<file path="src/design/scd_defines.svh">
`ifndef SCD_DEFINES_SVH
`define SCD_DEFINES_SVH
//------------------------------------------------------------------------------
// Overview of operation
// - Activate in idle bank latches row; special pin selects write-per-bit masking.
// - Refresh command starts auto or self refresh; only with every bank idle.
// - All-low command loads mode or special mode register per special pin.
// - Read in row-active bank starts burst, latches column, samples auto precharge.
// - Write in row-active bank latches column; special pin selects block write.
// - Column from address bits 0-7; precharge flag from address bit 9.
// - Row from address bits 0-9; bank from address bit 10.
// - Precharge to idle or precharging bank is no operation; flag precharges both.
// - No operation during plain burst lets burst finish, bank back to row-active.
// - Burst terminate ends burst, bank row-active; special pin high is illegal.
// - Precharge during read ends burst, precharges with read timing.
// - Precharge during write ends burst, precharges with write timing.
// - Auto precharge burst finishes then precharges; other commands to bank illegal.
// - Precharging bank goes idle after row precharge time; only no-ops allowed.
// - Block write recovery returns row-active after cycle time, or precharges if flagged; precharge may cut it.
// - Activating bank goes row-active after row-to-column delay; others illegal.
// - Auto refresh accepts only no-ops, all banks idle after row cycle time.
// - Illegal command is illegal only for the bank in that state.
// - Command decoding only when clock enable was high in the previous cycle.
// - Self refresh holds while enable low, exits on rise, then row cycle wait.
// - Power-down exit on enable rise; controller waits setup plus one clock.
// - Power-down and self refresh entered only from all banks idle.
// - Otherwise enable fall starts clock suspend, rise ends it next cycle.
//------------------------------------------------------------------------------

// Clock rate in megahertz, timing figures in nanoseconds.
`define SCD_CLK_MHZ 40
`define SCD_T_RCD_NS 20
`define SCD_T_RP_NS 20
`define SCD_T_RC_NS 70
`define SCD_T_BWC_NS 20
`define SCD_T_RDL_NS 10

// Derived cycle counts, least times rounded up.
`define SCD_RCD_CYC ((`SCD_T_RCD_NS * `SCD_CLK_MHZ + 999) / 1000)
`define SCD_RP_CYC ((`SCD_T_RP_NS * `SCD_CLK_MHZ + 999) / 1000)
`define SCD_RC_CYC ((`SCD_T_RC_NS * `SCD_CLK_MHZ + 999) / 1000)
`define SCD_BWC_CYC ((`SCD_T_BWC_NS * `SCD_CLK_MHZ + 999) / 1000)
`define SCD_RDL_CYC ((`SCD_T_RDL_NS * `SCD_CLK_MHZ + 999) / 1000)
`define SCD_BURST_LEN 4

// Address field positions.
`define SCD_COL_MSB 7
`define SCD_ROW_MSB 9
`define SCD_FLAG_BIT 9
`define SCD_BANK_BIT 10

// Event stream layout and buffer size.
`define SCD_EVT_WIDTH 16
`define SCD_EVT_DEPTH 8
`endif

</file>
<file path="src/design/scd_pkg.sv">
package scd_pkg;
  // Per-bank state, Gray coded along the usual path.
  typedef enum logic [3:0] {
    SCD_IDLE = 4'h0, SCD_ACTIVATING = 4'h1, SCD_ROW_ACTIVE = 4'h3, SCD_READ = 4'h2,
    SCD_WRITE = 4'h6, SCD_READ_AP = 4'h7, SCD_WRITE_AP = 4'h5, SCD_BW_RECOVER = 4'h4,
    SCD_PRECHARGING = 4'hC, SCD_REFRESHING = 4'hD
  } scd_bank_state_type;
  // Clock enable state of the whole device.
  typedef enum logic [1:0] {
    SCD_NORMAL = 2'h0, SCD_SUSPEND = 2'h1, SCD_POWER_DOWN = 2'h3, SCD_SELF_REFRESH = 2'h2
  } scd_pwr_state_type;
  // Decoded pin command.
  typedef enum logic [3:0] {
    SCD_DESEL = 4'h0, SCD_NOP = 4'h1, SCD_BST = 4'h2, SCD_RD = 4'h3, SCD_WR = 4'h4,
    SCD_ACT = 4'h5, SCD_PRE = 4'h6, SCD_REF = 4'h7, SCD_LOAD = 4'h8
  } scd_cmd_type;
endpackage

</file>
<file path="src/design/scd_decoder.sv">
`timescale 1ns/1ps
`include "scd_defines.svh"

//------------------------------------------------------------------------------
// Event buffer
//------------------------------------------------------------------------------
module scd_fifo #(
  parameter int WIDTH = `SCD_EVT_WIDTH,
  parameter int DEPTH = `SCD_EVT_DEPTH
) (
  // Clock and reset.
  input wire logic sys_clk_i,
  input wire logic rst_i,
  // Filling side.
  input wire logic in_valid_i,
  input wire logic [WIDTH-1:0] in_data_i,
  output logic in_ready_o,
  // Draining side.
  output logic out_valid_o,
  output logic [WIDTH-1:0] out_data_o,
  input wire logic out_ready_i
);
  localparam int AW = $clog2(DEPTH);
  logic [WIDTH-1:0] mem_ff [DEPTH];
  logic [AW:0] cnt_ff, nxt_cnt;
  logic [AW-1:0] wr_ff, rd_ff, nxt_wr, nxt_rd;
  logic push, pop;

  // Pointer and fill level update.
  always_comb begin
    push = in_valid_i && in_ready_o;
    pop = out_valid_o && out_ready_i;
    nxt_wr = push ? ((wr_ff == AW'(DEPTH - 1)) ? '0 : wr_ff + 1'b1) : wr_ff;
    nxt_rd = pop ? ((rd_ff == AW'(DEPTH - 1)) ? '0 : rd_ff + 1'b1) : rd_ff;
    nxt_cnt = cnt_ff + (AW + 1)'(push) - (AW + 1)'(pop);
  end

  // Registers of the buffer.
  always_ff @(posedge sys_clk_i) begin
    if (rst_i) begin
      cnt_ff <= '0;
      wr_ff <= '0;
      rd_ff <= '0;
    end else begin
      cnt_ff <= nxt_cnt;
      wr_ff <= nxt_wr;
      rd_ff <= nxt_rd;
    end
    if (push) begin
      mem_ff[wr_ff] <= in_data_i;
    end
  end

  // Full and empty come straight from the fill level.
  assign in_ready_o = (cnt_ff != (AW + 1)'(DEPTH));
  assign out_valid_o = (cnt_ff != '0);
  assign out_data_o = mem_ff[rd_ff];
endmodule

//------------------------------------------------------------------------------
// Command decoder and bank state machines
//------------------------------------------------------------------------------
module scd_decoder (
  // Clock and reset.
  input wire logic sys_clk_i,
  input wire logic rst_i,
  // Command and address pins.
  input wire logic cke_i,
  input wire logic cs_n_i,
  input wire logic ras_n_i,
  input wire logic cas_n_i,
  input wire logic we_n_i,
  input wire logic special_function_select_i,
  input wire logic [10:0] addr_i,
  // Bank status.
  output logic [3:0] bank0_state_o,
  output logic [3:0] bank1_state_o,
  output logic [9:0] row_addr_field0_o,
  output logic [9:0] row_addr_field1_o,
  output logic [1:0] write_mask_en_o,
  output logic [7:0] column_addr_field_o,
  output logic auto_precharge_flag_o,
  output logic all_banks_idle_state_o,
  // Mode loads and errors.
  output logic mode_load_o,
  output logic special_mode_load_o,
  output logic [10:0] mode_opcode_o,
  output logic [10:0] special_opcode_o,
  output logic illegal_cmd_o,
  output logic event_drop_o,
  // Clock enable status.
  output logic power_down_o,
  output logic self_refresh_o,
  output logic clock_suspend_o,
  // Accepted command stream.
  output logic evt_in_ready_o,
  output logic evt_valid_o,
  output logic [15:0] evt_data_o,
  input wire logic evt_ready_i
);
  localparam int RCD_N = `SCD_RCD_CYC;
  localparam int RP_N = `SCD_RP_CYC;
  localparam logic [3:0] RCD_C = 4'(`SCD_RCD_CYC);
  localparam logic [3:0] RP_C = 4'(`SCD_RP_CYC);
  localparam logic [3:0] RP_WR_C = 4'(`SCD_RP_CYC + `SCD_RDL_CYC);
  localparam logic [3:0] RP_BW_C = 4'(`SCD_RP_CYC + `SCD_BWC_CYC);
  localparam logic [3:0] RC_C = 4'(`SCD_RC_CYC);
  localparam logic [3:0] BWC_C = 4'(`SCD_BWC_CYC);
  localparam logic [3:0] BL_C = 4'(`SCD_BURST_LEN);

  scd_pkg::scd_cmd_type cmd;
  scd_pkg::scd_bank_state_type st_ff [2];
  scd_pkg::scd_pwr_state_type pwr_ff, nxt_pwr;
  logic [1:0] bad;
  logic cke_prev_ff, exec, run, all_idle, special_function_select, flag, sr_exit, acc;
  logic illegal_ff, nxt_illegal, mload_ff, nxt_mload, sload_ff, nxt_sload;
  logic [10:0] mop_ff, nxt_mop, sop_ff, nxt_sop;
  logic [7:0] col_ff, nxt_col;
  logic ap_ff, nxt_ap, drop_ff, nxt_drop, evt_valid;
  logic [15:0] evt_word;

  // Pin command decode.
  always_comb begin
    if (cs_n_i) begin
      cmd = scd_pkg::SCD_DESEL;
    end else begin
      case ({ras_n_i, cas_n_i, we_n_i})
        3'h7: cmd = scd_pkg::SCD_NOP;
        3'h6: cmd = scd_pkg::SCD_BST;
        3'h5: cmd = scd_pkg::SCD_RD;
        3'h4: cmd = scd_pkg::SCD_WR;
        3'h3: cmd = scd_pkg::SCD_ACT;
        3'h2: cmd = scd_pkg::SCD_PRE;
        3'h1: cmd = scd_pkg::SCD_REF;
        default: cmd = scd_pkg::SCD_LOAD;
      endcase
    end
  end

  // Common qualifiers; commands only act after a cycle with clock enable high.
  assign special_function_select = special_function_select_i;
  assign flag = addr_i[`SCD_FLAG_BIT];
  assign exec = cke_prev_ff && (pwr_ff == scd_pkg::SCD_NORMAL);
  assign run = (pwr_ff == scd_pkg::SCD_NORMAL);
  assign all_idle = (st_ff[0] == scd_pkg::SCD_IDLE) && (st_ff[1] == scd_pkg::SCD_IDLE);
  assign sr_exit = (pwr_ff == scd_pkg::SCD_SELF_REFRESH) && !cke_prev_ff && cke_i;

  // One state machine per bank, each checked against its own state; refresh is checked against both banks.
  for (genvar b = 0; b < 2; b++) begin : g_bank
    scd_pkg::scd_bank_state_type nxt_st;
    logic [3:0] cnt_ff, nxt_cnt;
    logic [9:0] row_ff, nxt_row;
    logic wpb_ff, nxt_wpb, ap_b_ff, nxt_ap_b, sel, col_ok, busy;

    always_comb begin
      sel = (addr_i[`SCD_BANK_BIT] == 1'(b));
      col_ok = (st_ff[b] == scd_pkg::SCD_ROW_ACTIVE) || (st_ff[b] == scd_pkg::SCD_READ) ||
               (st_ff[b] == scd_pkg::SCD_WRITE);
      busy = (st_ff[b] == scd_pkg::SCD_READ) || (st_ff[b] == scd_pkg::SCD_WRITE);
      nxt_st = st_ff[b];
      nxt_cnt = cnt_ff;
      nxt_row = row_ff;
      nxt_wpb = wpb_ff;
      nxt_ap_b = ap_b_ff;
      bad[b] = 1'b0;
      if (run && (cnt_ff != 4'h0)) begin
        nxt_cnt = cnt_ff - 4'h1;
      end
      // Timed transitions when the running count expires.
      if (run && (cnt_ff == 4'h1)) begin
        case (st_ff[b])
          scd_pkg::SCD_ACTIVATING: nxt_st = scd_pkg::SCD_ROW_ACTIVE;
          scd_pkg::SCD_READ, scd_pkg::SCD_WRITE: nxt_st = scd_pkg::SCD_ROW_ACTIVE;
          scd_pkg::SCD_READ_AP, scd_pkg::SCD_WRITE_AP: begin
            nxt_st = scd_pkg::SCD_PRECHARGING;
            nxt_cnt = RP_C;
          end
          scd_pkg::SCD_BW_RECOVER: begin
            nxt_st = ap_b_ff ? scd_pkg::SCD_PRECHARGING : scd_pkg::SCD_ROW_ACTIVE;
            nxt_cnt = ap_b_ff ? RP_C : 4'h0;
          end
          scd_pkg::SCD_PRECHARGING: nxt_st = scd_pkg::SCD_IDLE;
          scd_pkg::SCD_REFRESHING: nxt_st = scd_pkg::SCD_IDLE;
          default: nxt_st = st_ff[b];
        endcase
      end
      if (sr_exit) begin
        nxt_st = scd_pkg::SCD_REFRESHING;
        nxt_cnt = RC_C;
      end
      // Command actions for this bank.
      if (exec) begin
        case (cmd)
          scd_pkg::SCD_ACT: begin
            if (sel && st_ff[b] == scd_pkg::SCD_IDLE) begin
              nxt_st = scd_pkg::SCD_ACTIVATING;
              nxt_cnt = RCD_C;
              nxt_row = addr_i[`SCD_ROW_MSB:0];
              nxt_wpb = special_function_select;
            end else if (sel) begin
              bad[b] = 1'b1;
            end
          end
          scd_pkg::SCD_RD, scd_pkg::SCD_WR: begin
            if (sel && col_ok && !(special_function_select && cmd == scd_pkg::SCD_RD)) begin
              nxt_ap_b = flag;
              nxt_cnt = BL_C;
              if (cmd == scd_pkg::SCD_RD) begin
                nxt_st = flag ? scd_pkg::SCD_READ_AP : scd_pkg::SCD_READ;
              end else if (special_function_select) begin
                nxt_st = scd_pkg::SCD_BW_RECOVER;
                nxt_cnt = BWC_C;
              end else begin
                nxt_st = flag ? scd_pkg::SCD_WRITE_AP : scd_pkg::SCD_WRITE;
              end
            end else if (sel) begin
              bad[b] = 1'b1;
            end else if (busy) begin
              nxt_st = scd_pkg::SCD_ROW_ACTIVE;
              nxt_cnt = 4'h0;
            end
          end
          scd_pkg::SCD_PRE: begin
            if ((sel || flag) && special_function_select) begin
              bad[b] = sel;
            end else if (sel || flag) begin
              case (st_ff[b])
                scd_pkg::SCD_IDLE, scd_pkg::SCD_PRECHARGING: nxt_st = st_ff[b];
                scd_pkg::SCD_ROW_ACTIVE, scd_pkg::SCD_READ: begin
                  nxt_st = scd_pkg::SCD_PRECHARGING;
                  nxt_cnt = RP_C;
                end
                scd_pkg::SCD_WRITE: begin
                  nxt_st = scd_pkg::SCD_PRECHARGING;
                  nxt_cnt = RP_WR_C;
                end
                scd_pkg::SCD_BW_RECOVER: begin
                  nxt_st = scd_pkg::SCD_PRECHARGING;
                  nxt_cnt = RP_BW_C;
                end
                default: bad[b] = sel;
              endcase
            end
          end
          scd_pkg::SCD_BST: begin
            if (busy && !special_function_select) begin
              nxt_st = scd_pkg::SCD_ROW_ACTIVE;
              nxt_cnt = 4'h0;
            end else if (busy || st_ff[b] == scd_pkg::SCD_READ_AP || st_ff[b] == scd_pkg::SCD_WRITE_AP) begin
              bad[b] = 1'b1;
            end
          end
          scd_pkg::SCD_REF: begin
            if (special_function_select || !all_idle) begin
              bad[b] = 1'b1;
            end else if (cke_i) begin
              nxt_st = scd_pkg::SCD_REFRESHING;
              nxt_cnt = RC_C;
            end
          end
          scd_pkg::SCD_LOAD: begin
            if (!special_function_select) begin
              bad[b] = (st_ff[b] != scd_pkg::SCD_IDLE);
            end else begin
              bad[b] = (st_ff[b] != scd_pkg::SCD_IDLE) && (st_ff[b] != scd_pkg::SCD_ROW_ACTIVE);
            end
          end
          default: bad[b] = 1'b0;
        endcase
      end
    end

    always_ff @(posedge sys_clk_i) begin
      if (rst_i) begin
        st_ff[b] <= scd_pkg::SCD_IDLE;
        cnt_ff <= 4'h0;
        row_ff <= 10'h000;
        wpb_ff <= 1'b0;
        ap_b_ff <= 1'b0;
      end else begin
        st_ff[b] <= nxt_st;
        cnt_ff <= nxt_cnt;
        row_ff <= nxt_row;
        wpb_ff <= nxt_wpb;
        ap_b_ff <= nxt_ap_b;
      end
    end
  end

  // Clock enable handling, mode loads, column latch and the error flag.
  always_comb begin
    nxt_pwr = pwr_ff;
    nxt_illegal = exec && (bad != 2'h0);
    nxt_mload = 1'b0;
    nxt_sload = 1'b0;
    nxt_mop = mop_ff;
    nxt_sop = sop_ff;
    nxt_col = col_ff;
    nxt_ap = ap_ff;
    case (pwr_ff)
      scd_pkg::SCD_NORMAL: begin
        if (cke_prev_ff && !cke_i) begin
          if (all_idle && (cmd == scd_pkg::SCD_DESEL || cmd == scd_pkg::SCD_NOP)) begin
            nxt_pwr = scd_pkg::SCD_POWER_DOWN;
          end else if (all_idle && cmd == scd_pkg::SCD_REF && !special_function_select) begin
            nxt_pwr = scd_pkg::SCD_SELF_REFRESH;
          end else begin
            nxt_pwr = scd_pkg::SCD_SUSPEND;
          end
        end
      end
      scd_pkg::SCD_SUSPEND: begin
        if (!cke_prev_ff && cke_i) begin
          nxt_pwr = scd_pkg::SCD_NORMAL;
        end
      end
      default: begin
        if (!cke_prev_ff && cke_i) begin
          nxt_pwr = scd_pkg::SCD_NORMAL;
          nxt_illegal = (cmd != scd_pkg::SCD_DESEL) && (cmd != scd_pkg::SCD_NOP);
        end
      end
    endcase
    if (exec && bad == 2'h0) begin
      if (cmd == scd_pkg::SCD_LOAD && !special_function_select) begin
        nxt_mload = 1'b1;
        nxt_mop = addr_i;
      end
      if (cmd == scd_pkg::SCD_LOAD && special_function_select) begin
        nxt_sload = 1'b1;
        nxt_sop = addr_i;
      end
      if (cmd == scd_pkg::SCD_RD || cmd == scd_pkg::SCD_WR) begin
        nxt_col = addr_i[`SCD_COL_MSB:0];
        nxt_ap = flag;
      end
    end
  end

  // Accepted commands go into the event buffer; a full buffer drops them.
  assign acc = exec && (bad == 2'h0) && (cmd != scd_pkg::SCD_DESEL) && (cmd != scd_pkg::SCD_NOP);
  assign evt_valid = acc;
  assign evt_word = {cmd, special_function_select, addr_i};
  assign nxt_drop = acc && !evt_in_ready_o;

  always_ff @(posedge sys_clk_i) begin
    if (rst_i) begin
      pwr_ff <= scd_pkg::SCD_NORMAL;
      cke_prev_ff <= 1'b1;
      illegal_ff <= 1'b0;
      mload_ff <= 1'b0;
      sload_ff <= 1'b0;
      mop_ff <= 11'h000;
      sop_ff <= 11'h000;
      col_ff <= 8'h00;
      ap_ff <= 1'b0;
      drop_ff <= 1'b0;
    end else begin
      pwr_ff <= nxt_pwr;
      cke_prev_ff <= cke_i;
      illegal_ff <= nxt_illegal;
      mload_ff <= nxt_mload;
      sload_ff <= nxt_sload;
      mop_ff <= nxt_mop;
      sop_ff <= nxt_sop;
      col_ff <= nxt_col;
      ap_ff <= nxt_ap;
      drop_ff <= nxt_drop;
    end
  end

  scd_fifo #(.WIDTH(`SCD_EVT_WIDTH), .DEPTH(`SCD_EVT_DEPTH)) u_fifo (
    .sys_clk_i(sys_clk_i),
    .rst_i(rst_i),
    .in_valid_i(evt_valid),
    .in_data_i(evt_word),
    .in_ready_o(evt_in_ready_o),
    .out_valid_o(evt_valid_o),
    .out_data_o(evt_data_o),
    .out_ready_i(evt_ready_i)
  );

  // Output assignments.
  assign bank0_state_o = st_ff[0];
  assign bank1_state_o = st_ff[1];
  assign row_addr_field0_o = g_bank[0].row_ff;
  assign row_addr_field1_o = g_bank[1].row_ff;
  assign write_mask_en_o = {g_bank[1].wpb_ff, g_bank[0].wpb_ff};
  assign column_addr_field_o = col_ff;
  assign auto_precharge_flag_o = ap_ff;
  assign all_banks_idle_state_o = all_idle;
  assign mode_load_o = mload_ff;
  assign special_mode_load_o = sload_ff;
  assign mode_opcode_o = mop_ff;
  assign special_opcode_o = sop_ff;
  assign illegal_cmd_o = illegal_ff;
  assign event_drop_o = drop_ff;
  assign power_down_o = (pwr_ff == scd_pkg::SCD_POWER_DOWN);
  assign self_refresh_o = (pwr_ff == scd_pkg::SCD_SELF_REFRESH);
  assign clock_suspend_o = (pwr_ff == scd_pkg::SCD_SUSPEND);

  // Checks on the decoder behaviour.
  act_opens_row_a: assert property (@(posedge sys_clk_i) disable iff (rst_i)
    exec && cmd == scd_pkg::SCD_ACT && !addr_i[10] && st_ff[0] == scd_pkg::SCD_IDLE
    |=> st_ff[0] == scd_pkg::SCD_ACTIVATING && write_mask_en_o[0] == $past(special_function_select) &&
        row_addr_field0_o == $past(addr_i[9:0]))
    else $error("activate did not open bank 0");
  refresh_start_a: assert property (@(posedge sys_clk_i) disable iff (rst_i)
    exec && cmd == scd_pkg::SCD_REF && !special_function_select && all_idle && cke_i
    |=> st_ff[0] == scd_pkg::SCD_REFRESHING && st_ff[1] == scd_pkg::SCD_REFRESHING)
    else $error("auto refresh did not start");
  mode_load_a: assert property (@(posedge sys_clk_i) disable iff (rst_i)
    exec && cmd == scd_pkg::SCD_LOAD && !special_function_select && all_idle
    |=> mode_load_o && !special_mode_load_o && mode_opcode_o == $past(addr_i))
    else $error("mode load missed");
  read_begin_a: assert property (@(posedge sys_clk_i) disable iff (rst_i)
    exec && cmd == scd_pkg::SCD_RD && !special_function_select && !addr_i[10] && st_ff[0] == scd_pkg::SCD_ROW_ACTIVE
    |=> (st_ff[0] == (auto_precharge_flag_o ? scd_pkg::SCD_READ_AP : scd_pkg::SCD_READ)) &&
        column_addr_field_o == $past(addr_i[7:0]))
    else $error("read burst did not begin");
  block_write_a: assert property (@(posedge sys_clk_i) disable iff (rst_i)
    exec && cmd == scd_pkg::SCD_WR && special_function_select && !addr_i[10] && st_ff[0] == scd_pkg::SCD_ROW_ACTIVE
    |=> st_ff[0] == scd_pkg::SCD_BW_RECOVER)
    else $error("block write did not start recovery");
  pre_idle_nop_a: assert property (@(posedge sys_clk_i) disable iff (rst_i)
    exec && cmd == scd_pkg::SCD_PRE && !special_function_select && !addr_i[10] && !addr_i[9] &&
    st_ff[0] == scd_pkg::SCD_IDLE && !sr_exit
    |=> st_ff[0] == scd_pkg::SCD_IDLE && !illegal_cmd_o)
    else $error("precharge to idle bank was not a no-op");
  burst_stop_a: assert property (@(posedge sys_clk_i) disable iff (rst_i)
    exec && cmd == scd_pkg::SCD_BST && !special_function_select && st_ff[0] == scd_pkg::SCD_WRITE
    |=> st_ff[0] == scd_pkg::SCD_ROW_ACTIVE)
    else $error("burst terminate did not end write burst");
  rcd_wait_a: assert property (@(posedge sys_clk_i) disable iff (rst_i)
    st_ff[0] == scd_pkg::SCD_IDLE ##1 st_ff[0] == scd_pkg::SCD_ACTIVATING && run
    |-> ##RCD_N st_ff[0] != scd_pkg::SCD_ACTIVATING)
    else $error("activating outlasted row to column delay");
  rp_wait_a: assert property (@(posedge sys_clk_i) disable iff (rst_i)
    $rose(st_ff[0] == scd_pkg::SCD_PRECHARGING) && run && cke_i && cke_prev_ff
    |-> int'(g_bank[0].cnt_ff) >= RP_N)
    else $error("precharge count shorter than row precharge time");
  pd_entry_a: assert property (@(posedge sys_clk_i) disable iff (rst_i)
    $rose(power_down_o) || $rose(self_refresh_o) |-> $past(all_idle))
    else $error("low power entered with open bank");
  other_bank_a: assert property (@(posedge sys_clk_i) disable iff (rst_i)
    exec && cmd == scd_pkg::SCD_ACT && addr_i[10] && st_ff[0] == scd_pkg::SCD_ROW_ACTIVE &&
    st_ff[1] == scd_pkg::SCD_IDLE |=> !illegal_cmd_o)
    else $error("activate to idle bank flagged by the other bank");
endmodule

</file>
<file path="config.mk">
export PLATFORM = sky130hd
export DESIGN_NAME = scd_decoder
export DESIGN_NICKNAME = d
export VERILOG_FILES = /design/src/design/scd_pkg.sv /design/src/design/scd_decoder.sv
export VERILOG_INCLUDE_DIRS = /design/src /design/src/design
export SDC_FILE = /design/constraint.sdc
export NUM_CORES = 1
export LEC_CHECK = 0
export BUFFER_PORTS_ARGS = -buffer_cell sky130_fd_sc_hd__buf_2
export CORE_ASPECT_RATIO = 0.75
export CORE_MARGIN = 2
export CORE_UTILIZATION = 63
export CTS_CLUSTER_SIZE = 30
export DETAILED_ROUTE_END_ITERATION = 8
export HOLD_SLACK_MARGIN = 0.03
export PLACE_DENSITY = 0.85
export SLEW_MARGIN = 30
export SYNTH_ARGS = -nofsm -noshare
export SYNTH_HDL_FRONTEND = slang
export SYNTH_SLANG_ARGS = --single-unit
export TNS_END_PERCENT = 10
</file>
<file path="constraint.sdc">
create_clock -name sys_clk_i -period 9.42 [get_ports sys_clk_i]
set_clock_uncertainty 0.2 [all_clocks]
set_input_delay 1.884 -clock sys_clk_i [delete_from_list [all_inputs] [get_ports sys_clk_i]]
set_output_delay 1.884 -clock sys_clk_i [all_outputs]
set_load 0.02 [all_outputs]
</file>
# [Word-level counts from Yosys, hierarchy flattened]
# Memories as Yosys holds them, arrays and structs flattened. A register that Yosys moved wholly into a read port is not among the register bits.
# Index checks and enable logic that the tools add are counted.
[totals] ff_bits=80 mem_bits_rw=136 in_bits=20 elab_cells=292 n_memories=2
[classes] addsub=6 n_eq_ne=45 mux=117 bitwise_logic=4 reduce_logical=97
[mem_list] name="u_fifo.mem_ff" depth=8 word_bits=16 read_ports=1 rd_clocked_by_memory_dff=1 write_ports=1 line_no="scd_decoder.sv:24" rtl="logic [WIDTH-1:0] mem_ff [DEPTH];"
[mem_list] name="st_ff" depth=2 word_bits=4 read_ports=2 rd_clocked_by_memory_dff=0 write_ports=2 line_no="scd_decoder.sv:112" rtl="scd_pkg::scd_bank_state_type st_ff [2];"
[op_table] cell="2-to-1 mux 4 bit" n=56
[op_table] cell="case mux 4 bit (5 select lines)" n=4
[op_table] cell="equality test 4 x 3 -> 1 bit, second input constant" n=12
[op_table] cell="case mux 4 bit (2 select lines)" n=6
[op_table] cell="logical AND 1 bit" n=36
[op_table] cell="2-to-1 mux 1 bit" n=32
[op_table] cell="case mux 4 bit (4 select lines)" n=2
[op_table] cell="case mux 4 bit (7 select lines)" n=1
[op_table] cell="OR reduction 2 bit" n=13
[op_table] cell="equality test 4 x 2 -> 1 bit, second input constant" n=6
[op_table] cell="nonzero test 4 bit" n=6
[op_table] cell="2-to-1 mux 3 bit" n=7
[op_table] cell="equality test 4 x 1 -> 1 bit, second input constant" n=5
[op_table] cell="equality test 4 bit, second input constant" n=5
[op_table] cell="equality test 3 bit, second input constant" n=6
[op_table] cell="logical OR 1 bit" n=15
[op_table] cell="2-to-1 mux 2 bit" n=7
[op_table] cell="zero test 4 bit" n=3
[op_table] cell="case mux 1 bit (6 select lines)" n=2
[op_table] cell="AND reduction 3 bit" n=4
[op_table] cell="OR reduction 6 bit" n=2
[op_table] cell="inequality test 4 x 2 -> 1 bit, second input constant" n=2
[op_table] cell="AND reduction 2 bit" n=4
[op_table] cell="OR reduction 4 bit" n=2
[op_table] cell="other kinds (17)" n=31

# [Logic depth before layout (Yosys ltp)]
# Gate-level depths: netlist of the first run.
[depth] word_depth=17 mapped_depth=14

# [Cells and area by module]
# From an unflattened synthesis of the first run, not the netlist that was laid out.
[unflattened] cells_unflattened=821 hier_area_um2=10159.7
[by_module_without_submodules] mod="scd_fifo" n_inst=1 cells_each=261 area_per_inst_um2=5630.4
[by_module_without_submodules] mod="scd_decoder" n_inst=1 cells_each=560 area_per_inst_um2=4529.3

# [Worst setup path after synthesis of the first run]
# OpenSTA, ideal clock, no wires.
[synth_path] kind="in2reg" from="in cas_n_i" to="mem u_fifo.mem_ff[1][0] (netlist bit) (enable)" t_arrival_ns=4.752 t_required_ns=8.811 path_slack_ns=4.059 cell_stages=11 path_buffers=2 cell_sequence="inv_1 > ha_1 > buf_2 > and4bb_2 > nand3_1 > o21ai_1 > a211oi_2 > and4bb_1 > buf_6 > nand2_4 > nor3_1"
[synth_via] elab_chain_cells=17 elab_cells_between_ends=36 classes_between="15 x eq/ne; 10 x mux; 11 x reduce/logical"
[synth_lines] element="start: declaration" line_no="scd_decoder.sv:71" rtl="input wire logic cas_n_i,"
[synth_lines] element="equality test 3 x 1 -> 1 bit, or another cell as far along" line_no="scd_decoder.sv:127" rtl="case ({ras_n_i, cas_n_i, we_n_i})"
[synth_lines] element="case mux 4 bit (7 select lines) *" line_no="scd_decoder.sv:127"
[synth_lines] element="2-to-1 mux 4 bit *" line_no="scd_decoder.sv:124" rtl="if (cs_n_i) begin"
[synth_lines] element="equality test 4 x 2 -> 1 bit" line_no="scd_decoder.sv:193, scd_decoder.sv:205"
[synth_lines] element="logical AND 1 bit" line_no="scd_decoder.sv:205" rtl="if (sel && col_ok && !(special_function_select && cmd == scd_pkg::SCD_RD)) begin"
[synth_lines] element="zero test 1 bit" line_no="scd_decoder.sv:205"
[synth_lines] element="logical AND 1 bit" line_no="scd_decoder.sv:205"
[synth_lines] element="2-to-1 mux 1 bit" line_no="scd_decoder.sv:205"
[synth_lines] element="case mux 1 bit (6 select lines)" line_no="scd_decoder.sv:193" rtl="case (cmd)"
[synth_lines] element="2-to-1 mux 1 bit" line_no="scd_decoder.sv:192" rtl="if (exec) begin"
[synth_lines] element="zero test 2 bit" line_no="scd_decoder.sv:341" rtl="assign acc = exec && (bad == 2'h0) && (cmd != scd_pkg::SCD_DESEL) && (cmd != scd_pkg::SCD_NOP);"
[synth_lines] element="logical AND 1 bit (2 in a row)" line_no="scd_decoder.sv:341"
[synth_lines] element="logical AND 1 bit *" line_no="scd_decoder.sv:341"
[synth_lines] element="logical AND 1 bit *" line_no="scd_decoder.sv:31" rtl="push = in_valid_i && in_ready_o;"
[synth_lines] element="net u_fifo.push" line_no="scd_decoder.sv:27" rtl="logic push, pop;"
[synth_lines] element="2-to-1 mux 1 bit *" line_no="scd_decoder.sv:49" rtl="if (push) begin"
[synth_lines] element="2-to-1 mux 1 bit (implied by the code) *" line_no="scd_decoder.sv:50" rtl="mem_ff[wr_ff] <= in_data_i;"
[synth_lines] element="end: declaration" line_no="scd_decoder.sv:24"
# The timed path passes the listed nets; every way through them passes the cells marked *.

# [Final worst setup path of the first run]
[layout_path] from="in cas_n_i" to="mem u_fifo.mem_ff[5][5] (netlist bit) (enable)"
[layout_via] elab_chain_cells=17 elab_cells_between_ends=36 classes_between="15 x eq/ne; 10 x mux; 11 x reduce/logical"
[layout_lines] element="equality test 3 x 1 -> 1 bit, or another cell as far along" line_no="scd_decoder.sv:127"
[layout_lines] element="case mux 4 bit (7 select lines) *" line_no="scd_decoder.sv:127"
[layout_lines] element="2-to-1 mux 4 bit *" line_no="scd_decoder.sv:124"
[layout_lines] element="equality test 4 x 2 -> 1 bit" line_no="scd_decoder.sv:193, scd_decoder.sv:205"
[layout_lines] element="logical AND 1 bit" line_no="scd_decoder.sv:205"
[layout_lines] element="zero test 1 bit" line_no="scd_decoder.sv:205"
[layout_lines] element="logical AND 1 bit" line_no="scd_decoder.sv:205"
[layout_lines] element="2-to-1 mux 1 bit" line_no="scd_decoder.sv:205"
[layout_lines] element="case mux 1 bit (6 select lines)" line_no="scd_decoder.sv:193"
[layout_lines] element="2-to-1 mux 1 bit" line_no="scd_decoder.sv:192"
[layout_lines] element="zero test 2 bit" line_no="scd_decoder.sv:341"
[layout_lines] element="logical AND 1 bit (2 in a row)" line_no="scd_decoder.sv:341"
[layout_lines] element="logical AND 1 bit *" line_no="scd_decoder.sv:341"
[layout_lines] element="logical AND 1 bit *" line_no="scd_decoder.sv:31"
[layout_lines] element="2-to-1 mux 1 bit *" line_no="scd_decoder.sv:49"
[layout_lines] element="2-to-1 mux 1 bit (implied by the code) *" line_no="scd_decoder.sv:50"
# Mark *: on every way between the ends. The rest lies on a longest branch, timed or not.

==> results of run 1 <==
-- state kept, by name, indices dropped and copies added, names as in the netlist, 2 cells and up, named ones only --
register,count
u_fifo.wr_ff,3
g_bank.ap_b_ff,2
g_bank.cnt_ff,8
u_fifo.mem_ff,128
row_addr_field0_o,10
g_bank.wpb_ff,2
st_ff,8
row_addr_field1_o,10
u_fifo.rd_ff,3
u_fifo.cnt_ff,4
mode_opcode_o,11
pwr_ff,2
special_opcode_o,11
column_addr_field_o,8
-- cells in the final DEF (no fill, tap or decap), types with 21 or more instances in the layout --
cell type                     n
sky130_fd_sc_hd__nor2_1      90
sky130_fd_sc_hd__inv_1       27
sky130_fd_sc_hd__edfxtp_1   128
sky130_fd_sc_hd__o21ai_0     23
sky130_fd_sc_hd__nor3_1      21
sky130_fd_sc_hd__mux2i_1     48
sky130_fd_sc_hd__a21oi_1     42
sky130_fd_sc_hd__nand3_1     22
sky130_fd_sc_hd__buf_2      106
sky130_fd_sc_hd__nand2_1     65
sky130_fd_sc_hd__clkbuf_16   22
sky130_fd_sc_hd__dfxtp_1     90
sky130_fd_sc_hd__mux4_2      32
-- layout make-up --
| type | count | share of cell area |
|---|---|---|
| antenna | 2 | 0.0004407 |
| clock buffer | 28 | 0.05134 |
| clock inverter | 8 | 0.006280 |
| inverter | 27 | 0.008925 |
| multi-input combinational | 533 | 0.3568 |
| sequential | 219 | 0.4990 |
| tap | 205 | 0.02259 |
| timing repair buffer | 118 | 0.05465 |
-- tightest hold or removal path, stage by stage, from the launching register on --
cell	delay [ns]
sky130_fd_sc_hd__dfxtp_1	0.31
sky130_fd_sc_hd__nand2_1	0.05
sky130_fd_sc_hd__a21oi_1	0.05
-- final timing paths --
check	end	slack [ns]	start	cells after the start
worst min-delay path	mode_opcode_o[10]	0.26	mode_opcode_o[10]	2
worst max-delay path	u_fifo.mem_ff[5][5]	4.34	cas_n_i	10
worst max register to register	u_fifo.mem_ff[5][5]	5.64	st_ff[0][2]	7
worst min register to register	mode_opcode_o[10]	0.26	mode_opcode_o[10]	2
-- per-layer routing --
| layer | global-route usage | vias up | share of wire |
|---|---|---|---|
| li1 | - | 3234 | - |
| met1 | 0.4468 | 3462 | 0.42 |
| met2 | 0.4563 | 477 | 0.44 |
| met3 | 0.09355 | 57 | 0.12 |
| met4 | 0.06349 | 0 | 0.021 |
| met5 | 0 | - | 0 |
-- cells by family (layout without fill, tap and decap cells) --
| family | after synthesis | count (layout) | share of synthesized area |
|---|---|---|---|
| other | 0 | 2 | 0 |
| buffers and inverters | 72 | 181 | 0.03091 |
| adders and majority gates | 21 | 21 | 0.02703 |
| DFF | 219 | 219 | 0.5666 |
| and+or+nand+nor | 279 | 279 | 0.1405 |
| AOI/OAI and AO/OA | 127 | 127 | 0.08772 |
| xor gates and xnor gates | 9 | 9 | 0.007884 |
| muxes | 97 | 97 | 0.1393 |
-- per-stage QoR --
step / hold slack [ns] / area, sq um / utilization / cells
5_1_grt: 0.2799 / 11350 / 0.7385 / 1138
6_report: 0.2565 / 11360 / 0.7388 / 1140
2_1_floorplan: 0.2541 / 9998 / - / 824
3_5_place_dp: 0.2409 / 10700 / 0.6959 / 1102
4_1_cts: 0.2570 / 11350 / 0.7385 / 1138
3_3_place_gp: 0.2348 / 10680 / 0.6951 / 1102
-- report_power, final --
part / internal, uW / total [uW] / switching (uW)
clock network: 464 / 811 / 347
registers: 1050 / 1080 / 27.8
logic: 215 / 531 / 317
total: 1730 / 2420 / 692
==> impl_metrics.env, run 1 <==
export IMPL_status="completed"
export IMPL_cts_setup_buffers=0
export IMPL_clock_tree_htree_level_count=1
export IMPL_worstPathRequired_ns=9.33
export IMPL_cts_num_sinks=219
export IMPL_synthesis_yosys_warnings=0
export IMPL_clock_latency_reported_for_the_late_side_of_the_worst_skew_pair_ns=0.50
export IMPL_grt_max_degree=85
export IMPL_core_area_sq_um=15370
export IMPL_finalWorstPathRequiredPeriod_ns=5.076
export IMPL_first_pass_grt_wire_length_um=39250
export IMPL_grt_antenna_before_repair=2
export IMPL_hp_class="flip-flop to flip-flop"
export IMPL_port_buffers=106
export IMPL_crit_arrival_ns=4.98
export IMPL_synth_edff_count=128
export IMPL_number_of_global_route_vias_before_repair=6881
export IMPL_timing_worst_slew_pin_value_ns=0.9382
export IMPL_finalHoldViolations=0
export IMPL_timing_max_slew_rel_slack=0.3711
export IMPL_die_y_um=113.1
export IMPL_startpoint_type="primary input"
export IMPL_slew_viol_final=0
export IMPL_ys_seq_area_frac=0.5666
export IMPL_layout_area_overhead_vs_synth_pct=13.58
export IMPL_ys_async_sr_fraction=0
export IMPL_crit_chain="buf_2, inv_1, ha_1, nor2_1, a2bb2oi_1, nor2_1, a211oi_2, and4bb_1, nand2_4, nor3b_4"
export IMPL_synth_area_leader_cell="sky130_fd_sc_hd__edfxtp_1"
export IMPL_critical_path_n_buffers_inverters=2
export IMPL_worst_setup_path_type="primary input to flip-flop"
export IMPL_maxCapViolCount=0
export IMPL_gp_congestion=1.021
export IMPL_critical_path_top_delay_family="simple AND/OR/NAND/NOR gates"
export IMPL_grt_overflow_total=0
export IMPL_cp_end_kind="flip-flop"
export IMPL_syn_mean_instance_area_sq_um=12.13
export IMPL_dp_hpwl_um=17030
export IMPL_layout_filler_cells=1010
export IMPL_synth_top_area_frac=0.3844
export IMPL_layout_drive_gt1_share=0.2412
export IMPL_timing_final_ws_setup_ns=4.344
export IMPL_routedWlPerCell_um=22.42
export IMPL_slowest_delay_ns=0.73
export IMPL_ports_placed_on_the_boundary=107
export IMPL_grt_setup_unrepaired="no"
export IMPL_yosys_register_bits=219
export IMPL_register_area_sq_um=5667
export IMPL_ys_top_cells_by_count="sky130_fd_sc_hd__edfxtp_1, sky130_fd_sc_hd__dfxtp_1, sky130_fd_sc_hd__nor2_1"
export IMPL_clkTransAtPathRegs_ns=0.06
export IMPL_max_freq_mhz=197.0
export IMPL_cts_repair_resize_count=0
export IMPL_tritoncts_clock_tree="yes"
export IMPL_die_width_um=149.5
export IMPL_final_count_of_negative_setup_slack_endpoints=0
export IMPL_ys_flop_type="sky130_fd_sc_hd__edfxtp_1"
export IMPL_synth_cell_area_sq_um=9998
export IMPL_area_of_the_multi_input_gates_sq_um=4051
export IMPL_clock_tree_root_cell="sky130_fd_sc_hd__clkbuf_16"
export IMPL_place_ws_ns=3.922
export IMPL_finalWirelength_um=25560
export IMPL_synth_distinct_cells=75
export IMPL_postSynthNetCount=865
export IMPL_critical_path_top_cell_by_count="sky130_fd_sc_hd__nor2_1"
export IMPL_instance_count_of_the_mapped_netlist=824
export IMPL_netlist_top_cells_area="sky130_fd_sc_hd__edfxtp_1, sky130_fd_sc_hd__dfxtp_1, sky130_fd_sc_hd__mux4_2, sky130_fd_sc_hd__mux2i_1, sky130_fd_sc_hd__nor2_1"
export IMPL_max_vdd_ir_drop_mv=0.1673
export IMPL_dr_pass1_iters=5
export IMPL_leakage_uw=0.004226
export IMPL_synth_most_common_cell="sky130_fd_sc_hd__edfxtp_1"
export IMPL_drtIter0Drc=820
export IMPL_floorplan_initialDensity=0.6505
export IMPL_tritoncts_num_buffers=21
export IMPL_clock_tree_buffer_depth=3
export IMPL_fin_nets=961
export IMPL_remaining_drc_errors=0
export IMPL_pwr_density_cell_nw_per_um2=213.5
export IMPL_die_area_sq_um=16900
export IMPL_detail_route_antenna_nets=0
export IMPL_cp_max_stage_cell="sky130_fd_sc_hd__nor3b_4"
export IMPL_post_route_clock_period_utilization=0.5388
export IMPL_global_route_usage_over_all_layers=0.3051
export IMPL_final_setup_tns_ns=0
export IMPL_post_layout_total_power_uw=2425
export IMPL_critical_path_max_fanout=16
export IMPL_detail_route_vias_per_cell=6.342
export IMPL_std_cell_rows=39
export IMPL_num_vias=7230
export IMPL_hold_fix_buffer_count_after_cts=0
(Power assumes the default switching activity.)
==> inputs of run 2 (changes only) <==
CORE_UTILIZATION = 59   (was 63)
PLACE_DENSITY = 0.8   (was 0.85)
clock period = 5.2 ns   (was 9.42 ns; I/O delays follow)
==> run 2 against run 1 <==
Effect of this change: critical path depth up 2; setup slack worse by 3.3 ns; core utilization down 5.4 points; cell area up 0.79%; via count down 0.12%; sequential cell count unchanged; sequential power up 85%; clock-buffer cell count up 5; clock power up 86%; hold slack better by 0.00064 ns; non-clock buffer count up 7; sequential share of layout area down 0.39 points; critical endpoint is now u_fifo.mem_ff[3][8]; largest cell class unchanged.
==> impl_metrics.env, run 2 (same netlist as run 1, synthesis figures left out) <==
export IMPL_timing_final_ws_setup_ns=1.027
export IMPL_drtIter0Drc=924
export IMPL_clock_latency_reported_for_the_late_side_of_the_worst_skew_pair_ns=0.51
export IMPL_place_detailed_instances=1119
export IMPL_dp_hpwl_um=17900
export IMPL_met1_length_um=11830
export IMPL_fin_nets=969
export IMPL_final_setup_tns_ns=0
export IMPL_clkTransAtPathRegs_ns=0.06
export IMPL_largest_register="u_fifo.mem_ff"
export IMPL_maxCapViolCount=0
export IMPL_clock_tree_root_cell="sky130_fd_sc_hd__clkbuf_16"
export IMPL_worstPathRequired_ns=5.20
export IMPL_std_cell_rows=41
export IMPL_worst_setup_path_type="primary input to flip-flop"
export IMPL_met3_wirelength_um=3182
export IMPL_remaining_drc_errors=0
export IMPL_die_width_um=154.3
export IMPL_die_y_um=116.7
export IMPL_layout_filler_cells=1223
export IMPL_largest_reg_flops=128
export IMPL_critical_path_max_fanout=11
export IMPL_startpoint_type="primary input"
export IMPL_hold_fix_buffer_count_after_cts=0
export IMPL_tritoncts_num_buffers=22
export IMPL_cts_repair_resize_count=0
export IMPL_clock_tree_htree_level_count=1
export IMPL_final_count_of_negative_setup_slack_endpoints=0
export IMPL_dr_pass1_iters=5
export IMPL_max_freq_mhz=239.7
export IMPL_clock_tree_buffer_depth=3
export IMPL_slew_viol_final=0
export IMPL_first_pass_grt_wire_length_um=41060
export IMPL_grt_antenna_before_repair=1
export IMPL_finalWirelength_um=26800
export IMPL_global_route_usage_over_all_layers=0.3023
export IMPL_whs_ns=0.2572
export IMPL_status="completed"
export IMPL_post_route_clock_period_utilization=0.8025
export IMPL_routedWlPerCell_um=23.10
export IMPL_grt_max_degree=78
export IMPL_finalWorstPathRequiredPeriod_ns=4.173
export IMPL_highest_signal_layer_in_the_routed_design="met4"
export IMPL_num_vias=7221
export IMPL_hp_class="flip-flop to flip-flop"
export IMPL_pwr_density_cell_nw_per_um2=390.2
export IMPL_area_of_the_multi_input_gates_sq_um=4039
export IMPL_timing_max_slew_rel_slack=0.3972
export IMPL_die_area_sq_um=18010
export IMPL_ports_placed_on_the_boundary=107
export IMPL_max_vdd_ir_drop_mv=0.3488
export IMPL_most_common_cell_after_layout_fill_and_taps_aside="sky130_fd_sc_hd__edfxtp_1"
export IMPL_port_buffers=106
export IMPL_crit_arrival_ns=4.17
export IMPL_core_area_sq_um=16720
export IMPL_cts_setup_buffers=0
export IMPL_gp_congestion=1.008
export IMPL_floorplan_initialDensity=0.5979
export IMPL_grt_overflow_total=0
export IMPL_cp_end_kind="flip-flop"
export IMPL_finalHoldViolations=0
export IMPL_detail_route_vias_per_cell=6.225
export IMPL_timing_worst_slew_pin_value_ns=0.9030
export IMPL_place_ws_ns=0.6354
export IMPL_detail_route_antenna_nets=0
export IMPL_number_of_global_route_vias_before_repair=6978
export IMPL_leakage_uw=0.004278
export IMPL_grt_setup_unrepaired="no"
export IMPL_layout_drive_gt1_share=0.2500
export IMPL_layout_area_overhead_vs_synth_pct=14.48
export IMPL_cts_num_sinks=219
export IMPL_register_area_sq_um=5667
export IMPL_met2_length_um=11160
export IMPL_tritoncts_clock_tree="yes"
export IMPL_most_common_layout_cells="sky130_fd_sc_hd__edfxtp_1, sky130_fd_sc_hd__buf_2, sky130_fd_sc_hd__nor2_1, sky130_fd_sc_hd__dfxtp_1, sky130_fd_sc_hd__nand2_1"
export IMPL_stdcell_count=1160
-- run 2: power breakdown --
part / internal [uW] / switching [uW]
clock: 859 / 654
combinational: 395 / 562
sequential: 1910 / 86.0
-- run 2: routing by layer --
metal / vias up / global-route usage
li1: 3261 / -
met3: 57 / 0.09017
met1: 3474 / 0.4547
met4: 0 / 0.08148
met2: 429 / 0.4314
met5: - / 0
-- run 2: critical path, cell delays in order --
cell	delay, ns
sky130_fd_sc_hd__buf_2	0.12
sky130_fd_sc_hd__inv_1	0.07
sky130_fd_sc_hd__ha_1	0.44
sky130_fd_sc_hd__nand2b_1	0.22
sky130_fd_sc_hd__inv_1	0.19
sky130_fd_sc_hd__nand3_1	0.27
sky130_fd_sc_hd__o32ai_1	0.16
sky130_fd_sc_hd__a211oi_2	0.24
sky130_fd_sc_hd__and4bb_1	0.53
sky130_fd_sc_hd__nand2_4	0.13
sky130_fd_sc_hd__nor3b_2	0.46
sky130_fd_sc_hd__buf_4	0.30
-- run 2: layout make-up --
class / instances / share of cell area
diodes: 1 / 0.0002186
well taps: 215 / 0.02350
inverters: 27 / 0.008854
clock buffers: 33 / 0.05608
clock inverters: 7 / 0.004591
flip-flops and latches: 219 / 0.4951
multi-input cells: 533 / 0.3529
repair buffers: 125 / 0.05881
-- run 2: metrics by stage --
stage	utilization	total power, uW	cell area, sq um
final	0.6844	4466	11450
after global placement	0.6428	2934	10750
after global routing	0.6843	4631	11440
after floorplan	-	2670	9998
after CTS	0.6843	4466	11440
after detailed placement	0.6428	2949	10750
-- run 2: final timing paths --
check                    start             endpoint  slack [ns]  cells after the start
max reg2reg        st_ff[0][2]  u_fifo.mem_ff[3][8]        1.40                      8
min reg2reg  mode_opcode_o[10]    mode_opcode_o[10]        0.26                      2
min          mode_opcode_o[10]    mode_opcode_o[10]        0.26                      2
max                    cas_n_i  u_fifo.mem_ff[3][8]        1.03                     12
==> inputs of run 3 (changes only) <==
CORE_UTILIZATION = 53   (was 59)
PLACE_DENSITY = 0.76   (was 0.8)
clock period = 3.7 ns   (was 5.2 ns; I/O delays follow)
==> run 3 against run 2 <==
Effect of this change: hold slack got worse by 0.00064 ns; sequential cell count unchanged; cell count grew 5.0%; non-clock buffer count grew 27; sequential power up 38%; sequential share of layout area down 1.5 points; via count rose by 0.17%.
==> impl_metrics.env, run 3 (same netlist as run 1, synthesis figures left out) <==
export IMPL_status="completed"
export IMPL_share_comb_of_total_power=0.212
export IMPL_timing_worst_slew_pin_value_ns=0.9530
export IMPL_crit_chain="buf_2, inv_1, ha_1, nor3_1, and2_1, nand2_1, a311oi_1, and4bb_1, ha_1, a21o_1, a21oi_1, xnor2_1, nor2_1"
export IMPL_cts_setup_buffers=0
export IMPL_detail_route_vias_per_cell=5.938
export IMPL_grt_max_degree=70
export IMPL_clock_latency_reported_for_the_late_side_of_the_worst_skew_pair_ns=0.50
export IMPL_tritoncts_num_buffers=22
export IMPL_startpoint_type="primary input"
export IMPL_worst_setup_path_type="primary input to flip-flop"
export IMPL_cts_num_sinks=219
export IMPL_tritoncts_clock_tree="yes"
export IMPL_critical_path_top_cell_by_count="sky130_fd_sc_hd__ha_1"
export IMPL_area_of_the_multi_input_gates_sq_um=4039
export IMPL_die_area_sq_um=19990
export IMPL_layout_drive_gt1_share=0.2698
export IMPL_routedWlPerCell_um=20.76
export IMPL_dr_pass1_iters=6
export IMPL_cts_repair_resize_count=0
export IMPL_final_count_of_negative_setup_slack_endpoints=0
export IMPL_utilization=0.6373
export IMPL_worstHoldEndpoint="mode_opcode_o[3]"
export IMPL_clock_tree_root_cell="sky130_fd_sc_hd__clkbuf_16"
export IMPL_number_of_global_route_vias_before_repair=6785
export IMPL_grt_overflow_total=0
export IMPL_clock_tree_buffer_depth=3
export IMPL_sw_frac_of_total=0.2756
export IMPL_finalWirelength_um=25290
export IMPL_fin_nets=996
export IMPL_floorplan_initialDensity=0.5402
export IMPL_grt_antenna_before_repair=0
export IMPL_clkTransAtPathRegs_ns=0.07
export IMPL_final_setup_tns_ns=0
export IMPL_worstPathRequired_ns=3.87
export IMPL_largest_register="u_fifo.mem_ff"
export IMPL_grt_setup_unrepaired="no"
export IMPL_num_vias=7233
export IMPL_n_diodes=0
export IMPL_post_route_clock_period_utilization=0.8712
export IMPL_setup_reg_to_reg_worst_slack_ns=0.56
export IMPL_hp_class="flip-flop to flip-flop"
export IMPL_std_cell_rows=43
export IMPL_ff_to_ff_path_depth=9
export IMPL_port_buffers=106
export IMPL_pwr_density_cell_nw_per_um2=544.1
export IMPL_cp_max_stage_cell="sky130_fd_sc_hd__nor3_1"
export IMPL_register_area_sq_um=5667
export IMPL_timing_max_slew_rel_slack=0.3638
export IMPL_seq_power_share=0.430
export IMPL_critical_path_max_fanout=5
export IMPL_global_route_usage_over_all_layers=0.2528
export IMPL_first_pass_grt_wire_length_um=38940
export IMPL_remaining_drc_errors=0
export IMPL_drtIter0Drc=828
export IMPL_most_common_layout_cells="sky130_fd_sc_hd__edfxtp_1, sky130_fd_sc_hd__buf_2, sky130_fd_sc_hd__nor2_1, sky130_fd_sc_hd__dfxtp_1, sky130_fd_sc_hd__nand2_1"
export IMPL_detail_route_antenna_nets=0
export IMPL_ports_placed_on_the_boundary=107
export IMPL_part_of_the_total_power_dissipated_in_the_clock_network=0.358
export IMPL_most_common_cell_after_layout_fill_and_taps_aside="sky130_fd_sc_hd__edfxtp_1"
export IMPL_crit_arrival_ns=3.39
export IMPL_max_vdd_ir_drop_mv=0.3935
export IMPL_layout_area_overhead_vs_synth_pct=17.97
export IMPL_max_freq_mhz=310.2
export IMPL_slowest_delay_ns=0.43
export IMPL_cell_internal_pwr_uw=4649
export IMPL_startpoint_of_the_tightest_hold_check_path="mode_opcode_o[3]"
export IMPL_largest_reg_flops=128
export IMPL_critical_path_reg2reg_startpoint="st_ff[1][3]"
export IMPL_clock_tree_htree_level_count=1
export IMPL_finalHoldViolations=0
export IMPL_core_area_sq_um=18510
export IMPL_power_net_switching_uw=1769
export IMPL_hold_fix_buffer_count_after_cts=0
export IMPL_gp_congestion=0.9817
export IMPL_cp_end_kind="flip-flop"
export IMPL_dp_hpwl_um=17670
export IMPL_die_width_um=162.6
export IMPL_maxCapViolCount=0
export IMPL_finalWorstPathRequiredPeriod_ns=3.224
export IMPL_slew_viol_final=0
export IMPL_rr_endpoint="u_fifo.mem_ff[4][10]"
export IMPL_layout_filler_cells=1407
export IMPL_leakage_uw=0.004452
export IMPL_whs_path_depth=2
export IMPL_die_y_um=123.0
[run 3: cell count changes in the layout (fill, tap and decap cells not counted), sizes merged]
cell      delta
clkbuf       -3
clkinvlp     -1
bufinv       +3
diode        -1
inv          +1
buf         +27
[run 3: final cells by class]
cell class | count | area share
Sequential cell | 219 | 0.4804
Multi-Input combinational cell | 533 | 0.3424
Timing Repair Buffer | 152 | 0.07850
Clock buffer | 30 | 0.05187
Tap cell | 247 | 0.02620
Clock inverter | 10 | 0.01199
Inverter | 27 | 0.008592
[run 3: critical path, delay by kind of cell]
kind / cells / cell delay (ns)
buffers and inverters: 2 / 0.16
adders and majority gates: 2 / 0.47
and+or+nand+nor: 5 / 1.15
AOI/OAI and AO/OA: 3 / 0.73
xor gates and xnor gates: 1 / 0.14
[run 3: how the worst max path moves through the flow]
stage,startpoint,depth (start not counted),to
6_report,cas_n_i,13,u_fifo.cnt_ff[3]
5_1_grt,cas_n_i,13,u_fifo.cnt_ff[3]
4_1_cts,flip-flop,4,evt_data_o[6]
3_5_place_dp,cas_n_i,13,u_fifo.cnt_ff[3]
3_3_place_gp,we_n_i,12,u_fifo.mem_ff[5][11]
2_1_floorplan,cas_n_i,11,u_fifo.mem_ff[5][0]
[run 3: stage by stage]
stage                     cell area [sq um]  hold slack [ns]  setup slack [ns]  power (uW)  cells
after floorplan                       10010           0.2541          -0.08785        3753    824
after global placement                11040           0.2350            0.1664        4127   1178
after detailed placement              11040           0.2450           0.06081        4159   1178
after CTS                             11800           0.2576            0.4738        6449   1218
after global routing                  11800           0.2756            0.3097        6669   1218
final                                 11800           0.2565            0.4764        6418   1218
[run 3: power by group through the flow]
stage / sequential [uW] / clock (uW) / combinational [uW]
2_1_floorplan: 2800 / 0 / 955
3_3_place_gp: 2810 / 0 / 1320
3_5_place_dp: 2810 / 0 / 1350
4_1_cts: 2760 / 2330 / 1360
5_1_grt: 2770 / 2420 / 1480
6_report: 2760 / 2300 / 1360
[run 3: layer usage]
metal | track usage | vias up | routed length [um]
li1 | - | 3310 | -
met1 | 0.4111 | 3489 | 11910
met2 | 0.3441 | 390 | 10240
met3 | 0.05736 | 44 | 2725
met4 | 0.05088 | 0 | 405
met5 | 0 | - | 0
